File: config.mk
export PLATFORM = sky130hd
export DESIGN_NAME = rpt_txn_fsm
export DESIGN_NICKNAME = d
export VERILOG_FILES = /design/src/rpt_pkg.sv /design/src/rpt_txn_fsm.sv
export SDC_FILE = /design/constraint.sdc
export NUM_CORES = 1
export LEC_CHECK = 0
export BUFFER_PORTS_ARGS = -buffer_cell sky130_fd_sc_hd__buf_2
export CAP_MARGIN = 10
export CORE_AREA = 2 2 241 148
export CTS_CLUSTER_SIZE = 20
export DETAILED_ROUTE_END_ITERATION = 8
export DIE_AREA = 0 0 243 150
export GPL_TIMING_DRIVEN = 0
export MAX_ROUTING_LAYER = met4
export SYNTH_ARGS = -nofsm -noshare
export SYNTH_HDL_FRONTEND = slang
export SYNTH_SLANG_ARGS = --single-unit
File: constraint.sdc
create_clock -name i_clock -period 8.3 [get_ports i_clock]
set_input_delay 0.83 -clock i_clock [delete_from_list [all_inputs] [get_ports i_clock]]
set_output_delay 0.83 -clock i_clock [all_outputs]
set_load 0.01 [all_outputs]
File: src/rpt_pkg.sv
package rpt_pkg;
  // Clock and timing figures
  localparam int CLK_PERIOD_NS     = 100;
  localparam int RETRY_STEP_NS     = 250000;
  localparam int RETRY_STEP_CYC    = (RETRY_STEP_NS + CLK_PERIOD_NS - 1) / CLK_PERIOD_NS;
  localparam int ACK_WAIT_NS       = 250000;
  localparam int ACK_WAIT_CYC      = ACK_WAIT_NS / CLK_PERIOD_NS;
  localparam int ACK_WAIT_SLOW_NS  = 500000;
  localparam int ACK_WAIT_SLOW_CYC = ACK_WAIT_SLOW_NS / CLK_PERIOD_NS;
  // Widths and reset values
  localparam int NUM_PIPES         = 6;
  localparam int ADDR_W            = 40;
  localparam int PID_W             = 2;
  localparam int CNT_W             = 4;
  localparam int TMR_W             = 17;
  localparam logic [5:0] PIPE_EN_RST = 6'h03;
  // Transaction states, one-hot
  typedef enum logic [5:0] {
    ST_IDLE1    = 6'h01,
    ST_TX       = 6'h02,
    ST_WAIT_ACK = 6'h04,
    ST_IDLE2    = 6'h08,
    ST_RX       = 6'h10,
    ST_ACK_TX   = 6'h20
  } rpt_state_t;
endpackage

File: src/rpt_txn_fsm.sv
`timescale 1ns/1ns
module rpt_txn_fsm #(
  parameter int P_ACK_WAIT_SLOW_CYC = rpt_pkg::ACK_WAIT_SLOW_CYC
) (
  input  wire logic        i_clock,
  input  wire logic        i_rst_n,
  input  wire logic        i_activate,
  input  wire logic        i_receiver_role,
  input  wire logic        i_auto_ack_en,
  input  wire logic        i_auto_retx_en,
  input  wire logic        i_crc_en,
  input  wire logic        i_low_rate,
  input  wire logic [3:0]  i_retry_limit_count,
  input  wire logic [3:0]  i_retry_delay,
  input  wire logic        i_pipe_enable_wr,
  input  wire logic [5:0]  i_pipe_enable_bits,
  input  wire logic [39:0] i_pipe_zero_receive_address,
  input  wire logic [31:0] i_pipe_upper_address,
  input  wire logic [39:0] i_pipe_low_bytes,
  input  wire logic        i_txq_nonempty,
  input  wire logic        i_txq_no_ack,
  input  wire logic        i_ack_pay_pending,
  input  wire logic        i_tx_end,
  input  wire logic        i_rx_addr_valid,
  input  wire logic [39:0] i_rx_addr,
  input  wire logic        i_rx_end,
  input  wire logic        i_rx_crc_ok,
  input  wire logic        i_rx_no_ack,
  input  wire logic [1:0]  i_rx_pid,
  input  wire logic        i_rx_has_payload,
  output logic             o_tx_start,
  output logic             o_tx_is_ack,
  output logic             o_ack_pay_attach,
  output logic [39:0]      o_tx_addr,
  output logic             o_rx_listen,
  output logic             o_rx_load,
  output logic [2:0]       o_rx_pipe,
  output logic             o_transmit_done_event,
  output logic             o_receive_ready_event,
  output logic             o_retry_limit_event,
  output logic             o_irq,
  output logic [3:0]       o_transaction_retry_counter,
  output logic [5:0]       o_pipe_enable_bits,
  output logic             o_crc_en,
  output logic [5:0]       o_state
);
  rpt_pkg::rpt_state_t state_q, state_d;
  logic                     act_m_q, act_q;
  logic [5:0]               pipe_en_q;
  logic [rpt_pkg::TMR_W-1:0] tmr_q, delay_cyc, wait_cyc;
  logic [3:0]               cnt_q;
  logic                     noack_q, retry_q, busy_q;
  logic [2:0]               pipe_q, hit_idx;
  logic [5:0]               match, seen_q, paysent_q;
  logic [1:0]               pid_q [rpt_pkg::NUM_PIPES];
  logic [39:0]              pipe_addr [rpt_pkg::NUM_PIPES];
  logic                     pkt_ok, is_new, new_txn, retx;
  logic                     start_d, ack_d, done_d, ready_d, maxrt_d, load_d;

  // Activate pin comes from outside: two flops before use
  always_ff @(posedge i_clock or negedge i_rst_n) begin
    if (!i_rst_n) begin
      act_m_q <= 1'b0;
      act_q   <= 1'b0;
    end else begin
      act_m_q <= i_activate;
      act_q   <= act_m_q;
    end
  end

  // Pipe enables, pipes 0 and 1 on after reset
  always_ff @(posedge i_clock or negedge i_rst_n) begin
    if (!i_rst_n) pipe_en_q <= rpt_pkg::PIPE_EN_RST;
    else if (i_pipe_enable_wr) pipe_en_q <= i_pipe_enable_bits;
  end

  // Pipe addresses and parallel decoders
  for (genvar g = 0; g < rpt_pkg::NUM_PIPES; g++) begin : g_pipe
    if (g == 0) begin : g_zero
      assign pipe_addr[g] = i_pipe_zero_receive_address;
    end else begin : g_rest
      assign pipe_addr[g] = {i_pipe_upper_address, i_pipe_low_bytes[8*(g-1) +: 8]};
    end
    // Acks arrive on pipe 0 only; other pipes listen in receiver role
    assign match[g] = pipe_en_q[g] && (i_rx_addr == pipe_addr[g]) &&
                      (g == 0 || state_q == rpt_pkg::ST_RX);
  end

  // Host keeps addresses unique, so lowest hit is the only hit
  always_comb begin
    hit_idx = 3'h0;
    for (int i = rpt_pkg::NUM_PIPES - 1; i >= 0; i--) begin
      if (match[i]) hit_idx = 3'(i);
    end
  end

  // Receive lock: one pipe owns the air until its packet ends
  always_ff @(posedge i_clock or negedge i_rst_n) begin
    if (!i_rst_n) begin
      busy_q <= 1'b0;
      pipe_q <= 3'h0;
    end else if (!o_rx_listen || i_rx_end) begin
      busy_q <= 1'b0;
    end else if (i_rx_addr_valid && !busy_q && |match) begin
      busy_q <= 1'b1;
      pipe_q <= hit_idx;
    end
  end

  assign pkt_ok = i_rx_end && busy_q && i_rx_crc_ok;
  // Without auto-ack every packet counts as new
  assign is_new = !i_auto_ack_en || !seen_q[pipe_q] || (pid_q[pipe_q] != i_rx_pid);
  assign delay_cyc = rpt_pkg::TMR_W'((32'(i_retry_delay) + 32'h1) * 32'(rpt_pkg::RETRY_STEP_CYC));
  assign wait_cyc = i_low_rate ? rpt_pkg::TMR_W'(P_ACK_WAIT_SLOW_CYC)
                               : rpt_pkg::TMR_W'(rpt_pkg::ACK_WAIT_CYC);

  // Transaction sequencing
  always_comb begin
    state_d = state_q;
    start_d = 1'b0;
    ack_d   = 1'b0;
    done_d  = 1'b0;
    ready_d = 1'b0;
    maxrt_d = 1'b0;
    load_d  = 1'b0;
    new_txn = 1'b0;
    retx    = 1'b0;
    unique case (state_q)
      rpt_pkg::ST_IDLE1: begin
        if (act_q && i_receiver_role) begin
          state_d = rpt_pkg::ST_RX;
        end else if (act_q && i_txq_nonempty) begin
          state_d = rpt_pkg::ST_TX;
          start_d = 1'b1;
          new_txn = 1'b1;
        end else if (act_q) begin
          state_d = rpt_pkg::ST_IDLE2;
        end
      end
      rpt_pkg::ST_TX: begin
        if (i_tx_end && i_auto_retx_en && !noack_q) begin
          state_d = rpt_pkg::ST_WAIT_ACK;
        end else if (i_tx_end) begin
          done_d  = 1'b1;
          state_d = rpt_pkg::ST_IDLE1;
        end
      end
      rpt_pkg::ST_WAIT_ACK: begin
        if (pkt_ok) begin
          done_d  = 1'b1;
          ready_d = i_rx_has_payload;
          load_d  = i_rx_has_payload;
          state_d = rpt_pkg::ST_IDLE1;
        end else if (i_rx_end || (!busy_q && tmr_q >= wait_cyc)) begin
          state_d = rpt_pkg::ST_IDLE2;
        end
      end
      rpt_pkg::ST_IDLE2: begin
        if (retry_q) begin
          if (tmr_q >= delay_cyc && cnt_q < i_retry_limit_count) begin
            state_d = rpt_pkg::ST_TX;
            start_d = 1'b1;
            retx    = 1'b1;
          end else if (tmr_q >= delay_cyc) begin
            maxrt_d = 1'b1;
            state_d = rpt_pkg::ST_IDLE1;
          end
        end else if (!act_q) begin
          state_d = rpt_pkg::ST_IDLE1;
        end else if (i_txq_nonempty) begin
          state_d = rpt_pkg::ST_TX;
          start_d = 1'b1;
          new_txn = 1'b1;
        end
      end
      rpt_pkg::ST_RX: begin
        if (!act_q) begin
          state_d = rpt_pkg::ST_IDLE1;
        end else if (pkt_ok) begin
          // Repeats are dropped but still acknowledged
          load_d  = is_new;
          ready_d = is_new;
          done_d  = is_new && paysent_q[pipe_q];
          if (i_auto_ack_en && !i_rx_no_ack) begin
            state_d = rpt_pkg::ST_ACK_TX;
            start_d = 1'b1;
            ack_d   = 1'b1;
          end
        end
      end
      rpt_pkg::ST_ACK_TX: begin
        if (i_tx_end) state_d = rpt_pkg::ST_RX;
      end
      default: state_d = rpt_pkg::ST_IDLE1;
    endcase
  end

  always_ff @(posedge i_clock or negedge i_rst_n) begin
    if (!i_rst_n) state_q <= rpt_pkg::ST_IDLE1;
    else state_q <= state_d;
  end

  // Timer runs from end of each packet sent in ST_TX (acks sent in ST_ACK_TX do not restart it), saturates
  always_ff @(posedge i_clock or negedge i_rst_n) begin
    if (!i_rst_n) tmr_q <= '0;
    else if (state_q == rpt_pkg::ST_TX && i_tx_end) tmr_q <= '0;
    else if (tmr_q != '1) tmr_q <= tmr_q + 1'b1;
  end

  // Retry bookkeeping
  always_ff @(posedge i_clock or negedge i_rst_n) begin
    if (!i_rst_n) begin
      cnt_q   <= 4'h0;
      retry_q <= 1'b0;
      noack_q <= 1'b0;
    end else begin
      if (new_txn) cnt_q <= 4'h0;
      else if (retx) cnt_q <= cnt_q + 4'h1;
      if (state_q == rpt_pkg::ST_WAIT_ACK && state_d == rpt_pkg::ST_IDLE2) retry_q <= 1'b1;
      else if (state_d != rpt_pkg::ST_IDLE2) retry_q <= 1'b0;
      if (new_txn) noack_q <= i_txq_no_ack;
    end
  end

  // Duplicate tracking and ack-payload history per pipe
  always_ff @(posedge i_clock or negedge i_rst_n) begin
    if (!i_rst_n) begin
      seen_q    <= 6'h00;
      paysent_q <= 6'h00;
      for (int i = 0; i < rpt_pkg::NUM_PIPES; i++) pid_q[i] <= 2'h0;
    end else if (state_q == rpt_pkg::ST_RX && pkt_ok) begin
      seen_q[pipe_q] <= 1'b1;
      pid_q[pipe_q]  <= i_rx_pid;
      // Clear on report, but a fresh payload ack sets again
      if (ack_d) paysent_q[pipe_q] <= i_ack_pay_pending;
      else if (done_d) paysent_q[pipe_q] <= 1'b0;
    end
  end

  // Registered outputs
  always_ff @(posedge i_clock or negedge i_rst_n) begin
    if (!i_rst_n) begin
      o_tx_start            <= 1'b0;
      o_tx_is_ack           <= 1'b0;
      o_ack_pay_attach      <= 1'b0;
      o_tx_addr             <= '0;
      o_rx_listen           <= 1'b0;
      o_rx_load             <= 1'b0;
      o_rx_pipe             <= 3'h0;
      o_transmit_done_event <= 1'b0;
      o_receive_ready_event <= 1'b0;
      o_retry_limit_event   <= 1'b0;
      o_irq                 <= 1'b0;
    end else begin
      o_tx_start            <= start_d;
      o_tx_is_ack           <= ack_d;
      o_ack_pay_attach      <= ack_d && i_ack_pay_pending;
      if (start_d) o_tx_addr <= ack_d ? pipe_addr[pipe_q] : i_pipe_zero_receive_address;
      o_rx_listen           <= state_d == rpt_pkg::ST_RX || state_d == rpt_pkg::ST_WAIT_ACK;
      o_rx_load             <= load_d;
      if (load_d) o_rx_pipe <= pipe_q;
      o_transmit_done_event <= done_d;
      o_receive_ready_event <= ready_d;
      o_retry_limit_event   <= maxrt_d;
      o_irq                 <= done_d || ready_d || maxrt_d;
    end
  end

  assign o_transaction_retry_counter = cnt_q;
  assign o_pipe_enable_bits          = pipe_en_q;
  assign o_state                     = state_q;

  // CRC cannot be off while the enhanced protocol runs
  always_ff @(posedge i_clock or negedge i_rst_n) begin
    if (!i_rst_n) o_crc_en <= 1'b0;
    else o_crc_en <= i_crc_en || i_auto_ack_en || i_auto_retx_en;
  end
endmodule // rpt_txn_fsm
==> flow_results.xml <==
<?xml version="1.0" encoding="UTF-8"?>
<metrics>
  <group name="sta">
    <metric name="max_fclk" unit="MHz">165</metric>
    <metric name="worst-slew-pin-transition" unit="ns">0.993</metric>
    <metric name="final.period_utilization" unit="%">73.0</metric>
    <metric name="timing.final.hold_violations" unit="">0</metric>
    <metric name="finClkSkew" unit="ns">0.00644</metric>
    <metric name="rsz_0062_raised_after_global_routing" unit="">false</metric>
    <metric name="report.final.setup_viol" unit="">0</metric>
    <metric name="timing.final.crit_period" unit="ns">6.06</metric>
    <metric name="timing.setup.tns" unit="ns">0</metric>
    <metric name="timing.final.max_slew_violations" unit="">0</metric>
    <metric name="worst_setup_margin" unit="ns">2.24</metric>
    <metric name="slew_limit_headroom" unit="%">33.3</metric>
  </group>
  <group name="synthesis">
    <metric name="synth.top_cells.by_count" unit="">sky130_fd_sc_hd__dfrtp_1 (114), sky130_fd_sc_hd__xnor2_1 (100), sky130_fd_sc_hd__mux2_2 (63)</metric>
    <metric name="synthCells" unit="">837</metric>
    <metric name="ys_seq_elements" unit="">117</metric>
    <metric name="synth_top_area_cell" unit="">sky130_fd_sc_hd__dfrtp_1</metric>
    <metric name="mappedNetlistNets" unit="">1079</metric>
    <metric name="yosys_most_used_dff" unit="">sky130_fd_sc_hd__dfrtp_1</metric>
    <metric name="synth-warning-count" unit="">0</metric>
    <metric name="distinct_cells_synth" unit="">75</metric>
    <metric name="syn_area" unit="µm²">8460</metric>
    <metric name="synth.top_cell.area_share" unit="%">33.7</metric>
    <metric name="post-synth-top-count-cell" unit="">sky130_fd_sc_hd__dfrtp_1</metric>
    <metric name="synthArstFlopShare" unit="%">100</metric>
    <metric name="count_of_flip_flops_with_a_built_in_enable_after_synthesis" unit="">0</metric>
    <metric name="avgSynthCellArea" unit="µm²">10.1</metric>
    <metric name="yosysSeqAreaShare" unit="%">34.6</metric>
    <metric name="post_synth_main_area_contributors" unit="">sky130_fd_sc_hd__dfrtp_1 (34%), sky130_fd_sc_hd__xnor2_1 (10%), sky130_fd_sc_hd__mux2_2 (8.4%)</metric>
  </group>
  <group name="clock_network">
    <metric name="post_cts_buffers" unit="">0</metric>
    <metric name="worstSkewPairLatency" unit="ns">0.43</metric>
    <metric name="clock-root-buffer" unit="">sky130_fd_sc_hd__clkbuf_16</metric>
    <metric name="cts_num_sinks" unit="">117</metric>
    <metric name="clk_pin_slew_worst_paths" unit="ns">0.06</metric>
    <metric name="clock_tree_from_tritoncts" unit="">yes</metric>
    <metric name="post_cts_hold_buffer_count" unit="">0</metric>
    <metric name="cts-resized-gates" unit="">0</metric>
    <metric name="max-clock-path-buffers" unit="">2</metric>
    <metric name="htree_num_levels" unit="">4</metric>
    <metric name="cts-buffers-inserted" unit="">17</metric>
  </group>
  <group name="cells_and_area">
    <metric name="finalNetCount" unit="">1344</metric>
    <metric name="area.growth.synth_to_final" unit="%">28.8</metric>
    <metric name="finish.instance_area" unit="µm²">10900</metric>
    <metric name="fillCellCount" unit="">3662</metric>
    <metric name="post_route_cells_drive_above_1_share" unit="%">34.3</metric>
  </group>
  <group name="global_routing">
    <metric name="global_route_usage_over_all_layers" unit="%">17.8</metric>
    <metric name="grt_first_pass_wirelength" unit="µm">46500</metric>
    <metric name="largest_net_degree_at_the_start_of_global_routing" unit="">71</metric>
    <metric name="grt_antenna_before_repair" unit="">18</metric>
    <metric name="first_global_vias" unit="">7337</metric>
    <metric name="grt_remaining_overflow" unit="">0</metric>
  </group>
  <group name="floorplan">
    <metric name="initial_utilization" unit="%">24.6</metric>
    <metric name="placementRows" unit="">53</metric>
    <metric name="boundaryPins" unit="">255</metric>
    <metric name="fp.dieH" unit="µm">150</metric>
    <metric name="fp.coreArea" unit="µm²">34400</metric>
    <metric name="fp.dieArea" unit="µm²">36500</metric>
    <metric name="die_w" unit="µm">243</metric>
  </group>
  <group name="pwr">
    <metric name="p_leak" unit="nW">5.03</metric>
    <metric name="ir_drop" unit="V">0.000138</metric>
    <metric name="power_density" unit="nW/µm²">224</metric>
  </group>
  <group name="worst_setup_path">
    <metric name="cp.arrival" unit="ns">6.37</metric>
    <metric name="timing.critical_path.fanout_max" unit="">10</metric>
    <metric name="worstSetupStartpoint" unit="">i_retry_delay[0]</metric>
    <metric name="r2r-end" unit="">o_tx_addr[33]</metric>
    <metric name="critical_path_class" unit="">primary input to register</metric>
    <metric name="sort_of_element_at_the_end_of_the_critical_path" unit="">register</metric>
    <metric name="termination_of_the_worst_setup_path" unit="">o_tx_addr[33]</metric>
    <metric name="critPathRequiredTime" unit="ns">8.61</metric>
    <metric name="worstSetupStartpointType" unit="">primary input</metric>
    <metric name="worst_r2r_path_depth" unit="">10</metric>
    <metric name="regToRegSetupSlack" unit="ns">5.11</metric>
    <metric name="worstReg2RegStart" unit="">tmr_q[2]</metric>
  </group>
  <group name="route">
    <metric name="wire_per_inst" unit="µm">20.2</metric>
    <metric name="postRouteWirelength" unit="µm">32300</metric>
    <metric name="drtPass1Iterations" unit="">5</metric>
    <metric name="detail-route-antenna-nets" unit="">0</metric>
    <metric name="drt-vias-per-instance" unit="">4.80</metric>
    <metric name="drt_drc_violations_left" unit="">0</metric>
    <metric name="vias" unit="">7669</metric>
    <metric name="drt_iter0_drc" unit="">639</metric>
  </group>
  <group name="placement">
    <metric name="placed_area" unit="µm²">10300</metric>
    <metric name="globalplace.congestion" unit="">0.970</metric>
    <metric name="pre_cts_ws" unit="ns">1.73</metric>
    <metric name="dp_hpwl" unit="µm">26700</metric>
    <metric name="placement.io_buffers" unit="">245</metric>
  </group>
  <group name="min_path">
    <metric name="min-delay-path-class" unit="">primary input to asynchronous set/reset pin</metric>
  </group>
  <group name="run_status">
    <metric name="status" unit="">finished clean</metric>
  </group>
  <group name="job">
    <metric name="drv_cap" unit="">0</metric>
  </group>
</metrics>
## where the power goes
group | total, W | internal (W) | leakage (nW) | switching, W
sequential | 0.000870 | 0.000727 | 1.45 | 0.000143
combinational | 0.000856 | 0.000408 | 3.31 | 0.000448
clock | 0.000715 | 0.000412 | 0.265 | 0.000303
total | 0.00244 | 0.00155 | 5.03 | 0.000894
## critical path, stage by stage
cell and delay, ns:
sky130_fd_sc_hd__buf_2 0.18, sky130_fd_sc_hd__nand3_1 0.12, sky130_fd_sc_hd__xnor2_1 0.37, sky130_fd_sc_hd__inv_1 0.22, sky130_fd_sc_hd__fa_1 0.52, sky130_fd_sc_hd__ha_1 0.30, sky130_fd_sc_hd__ha_1 0.30, sky130_fd_sc_hd__ha_1 0.29
sky130_fd_sc_hd__inv_1 0.10, sky130_fd_sc_hd__nor2_1 0.06, sky130_fd_sc_hd__nor2_1 0.17, sky130_fd_sc_hd__o21bai_1 0.11, sky130_fd_sc_hd__a21oi_1 0.24, sky130_fd_sc_hd__o21ai_0 0.16, sky130_fd_sc_hd__xnor2_1 0.15, sky130_fd_sc_hd__ha_1 0.29
sky130_fd_sc_hd__nand4_1 0.14, sky130_fd_sc_hd__a211oi_1 0.55, sky130_fd_sc_hd__o211ai_2 0.33, sky130_fd_sc_hd__o211ai_4 0.31, sky130_fd_sc_hd__buf_6 0.25, sky130_fd_sc_hd__mux2_2 0.36
## state kept, by name, indices dropped and copies added, names as in the netlist, 3 cells and up
signal / count
tmr_q: 17
o_transaction_retry_counter: 4
o_tx_addr: 40
seen_q: 6
o_pipe_enable_bits: 6
o_state: 6
paysent_q: 6
pid_q: 12
o_rx_pipe: 3
pipe_q: 3
## cell type report
cell class | instances | area, µm² | share of cell area [%]
inverter | 38 | 143 | 1.31
tap | 467 | 584 | 5.36
multi-input combinational | 648 | 5180 | 47.5
antenna | 15 | 37.5 | 0.344
buffer | 34 | 211 | 1.94
sequential | 117 | 2930 | 26.9
clock buffer | 17 | 425 | 3.90
timing repair buffer | 246 | 1260 | 11.6
clock inverter | 15 | 133 | 1.22
## stage by stage
step | std cells | power (W) | hold slack (ns) | utilization, %
finish | 1597 | 0.00244 | 0.409 | 31.7
floorplan | 837 | 0.00136 | 0.331 | -
detailed placement | 1550 | 0.00173 | 0.423 | 30.0
global route | 1593 | 0.00260 | 0.442 | 31.7
CTS | 1582 | 0.00246 | 0.432 | 31.6
global placement | 1549 | 0.00170 | 0.420 | 29.9
## cell usage in the layout (no fill, tap or decap), types with 3 or more instances in the layout
master,netlist,final
sky130_fd_sc_hd__a21o_1,11,11
sky130_fd_sc_hd__a21oi_1,30,30
sky130_fd_sc_hd__a221oi_1,9,9
sky130_fd_sc_hd__a22o_1,39,39
sky130_fd_sc_hd__and2_1,3,3
sky130_fd_sc_hd__and3_1,6,6
sky130_fd_sc_hd__and4_1,4,4
sky130_fd_sc_hd__buf_2,7,251
sky130_fd_sc_hd__buf_6,9,10
sky130_fd_sc_hd__clkbuf_1,14,14
sky130_fd_sc_hd__clkbuf_16,0,17
sky130_fd_sc_hd__clkinv_2,0,4
sky130_fd_sc_hd__clkinv_4,0,4
sky130_fd_sc_hd__clkinvlp_4,0,4
sky130_fd_sc_hd__dfrtp_1,114,114
sky130_fd_sc_hd__dfstp_2,3,3
sky130_fd_sc_hd__diode_2,0,15
sky130_fd_sc_hd__fa_1,4,4
sky130_fd_sc_hd__ha_1,52,52
sky130_fd_sc_hd__inv_1,38,38
sky130_fd_sc_hd__mux2_2,63,63
sky130_fd_sc_hd__mux2i_1,17,17
sky130_fd_sc_hd__nand2_1,42,42
sky130_fd_sc_hd__nand2b_1,8,8
sky130_fd_sc_hd__nand3_1,18,18
sky130_fd_sc_hd__nand4_1,34,34
sky130_fd_sc_hd__nor2_1,48,48
sky130_fd_sc_hd__nor2b_1,9,9
sky130_fd_sc_hd__nor3_1,10,10
sky130_fd_sc_hd__nor4_1,8,8
sky130_fd_sc_hd__o211ai_1,5,5
sky130_fd_sc_hd__o21ai_0,21,21
sky130_fd_sc_hd__o21ai_1,6,6
sky130_fd_sc_hd__o221ai_1,3,3
sky130_fd_sc_hd__or2_2,4,4
sky130_fd_sc_hd__or3_1,6,6
sky130_fd_sc_hd__xnor2_1,100,100
sky130_fd_sc_hd__xor2_1,38,38
## metal layers
layer  global-route usage [%]  wire length, µm  vias up  part of all wire, %
li1                         -                -     3574                    -
met1                     25.2            15400     3801                   48
met2                     23.3            13500      261                   42
met3                     6.49             2680       33                  8.3
met4                     4.69              632        0                  2.0
met5                        -                0        -                    0
## how the worst min path moves through the flow
stage | start | endpoint | slack (ns) | cells past startpoint
after floorplan | act_m_q | act_q | 0.33 | 0
after global placement | act_m_q | act_q | 0.42 | 0
after detailed placement | act_m_q | act_q | 0.42 | 0
after CTS | i_rst_n | o_tx_addr[39] | 0.43 | 1
after global routing | i_rst_n | o_tx_addr[39] | 0.44 | 1
final | i_rst_n | o_tx_addr[39] | 0.41 | 1
## cell families after synthesis
| family | after synthesis | synth area share (%) |
|---|---|---|
| xor+xnor | 138 | 14.3 |
| compound gates | 155 | 13.7 |
| simple gates | 218 | 14.1 |
| buf+inv | 72 | 4.18 |
| fa+ha+maj | 56 | 8.64 |
| mux | 81 | 10.5 |
| flops | 117 | 34.6 |
(Power assumes the default switching activity.)
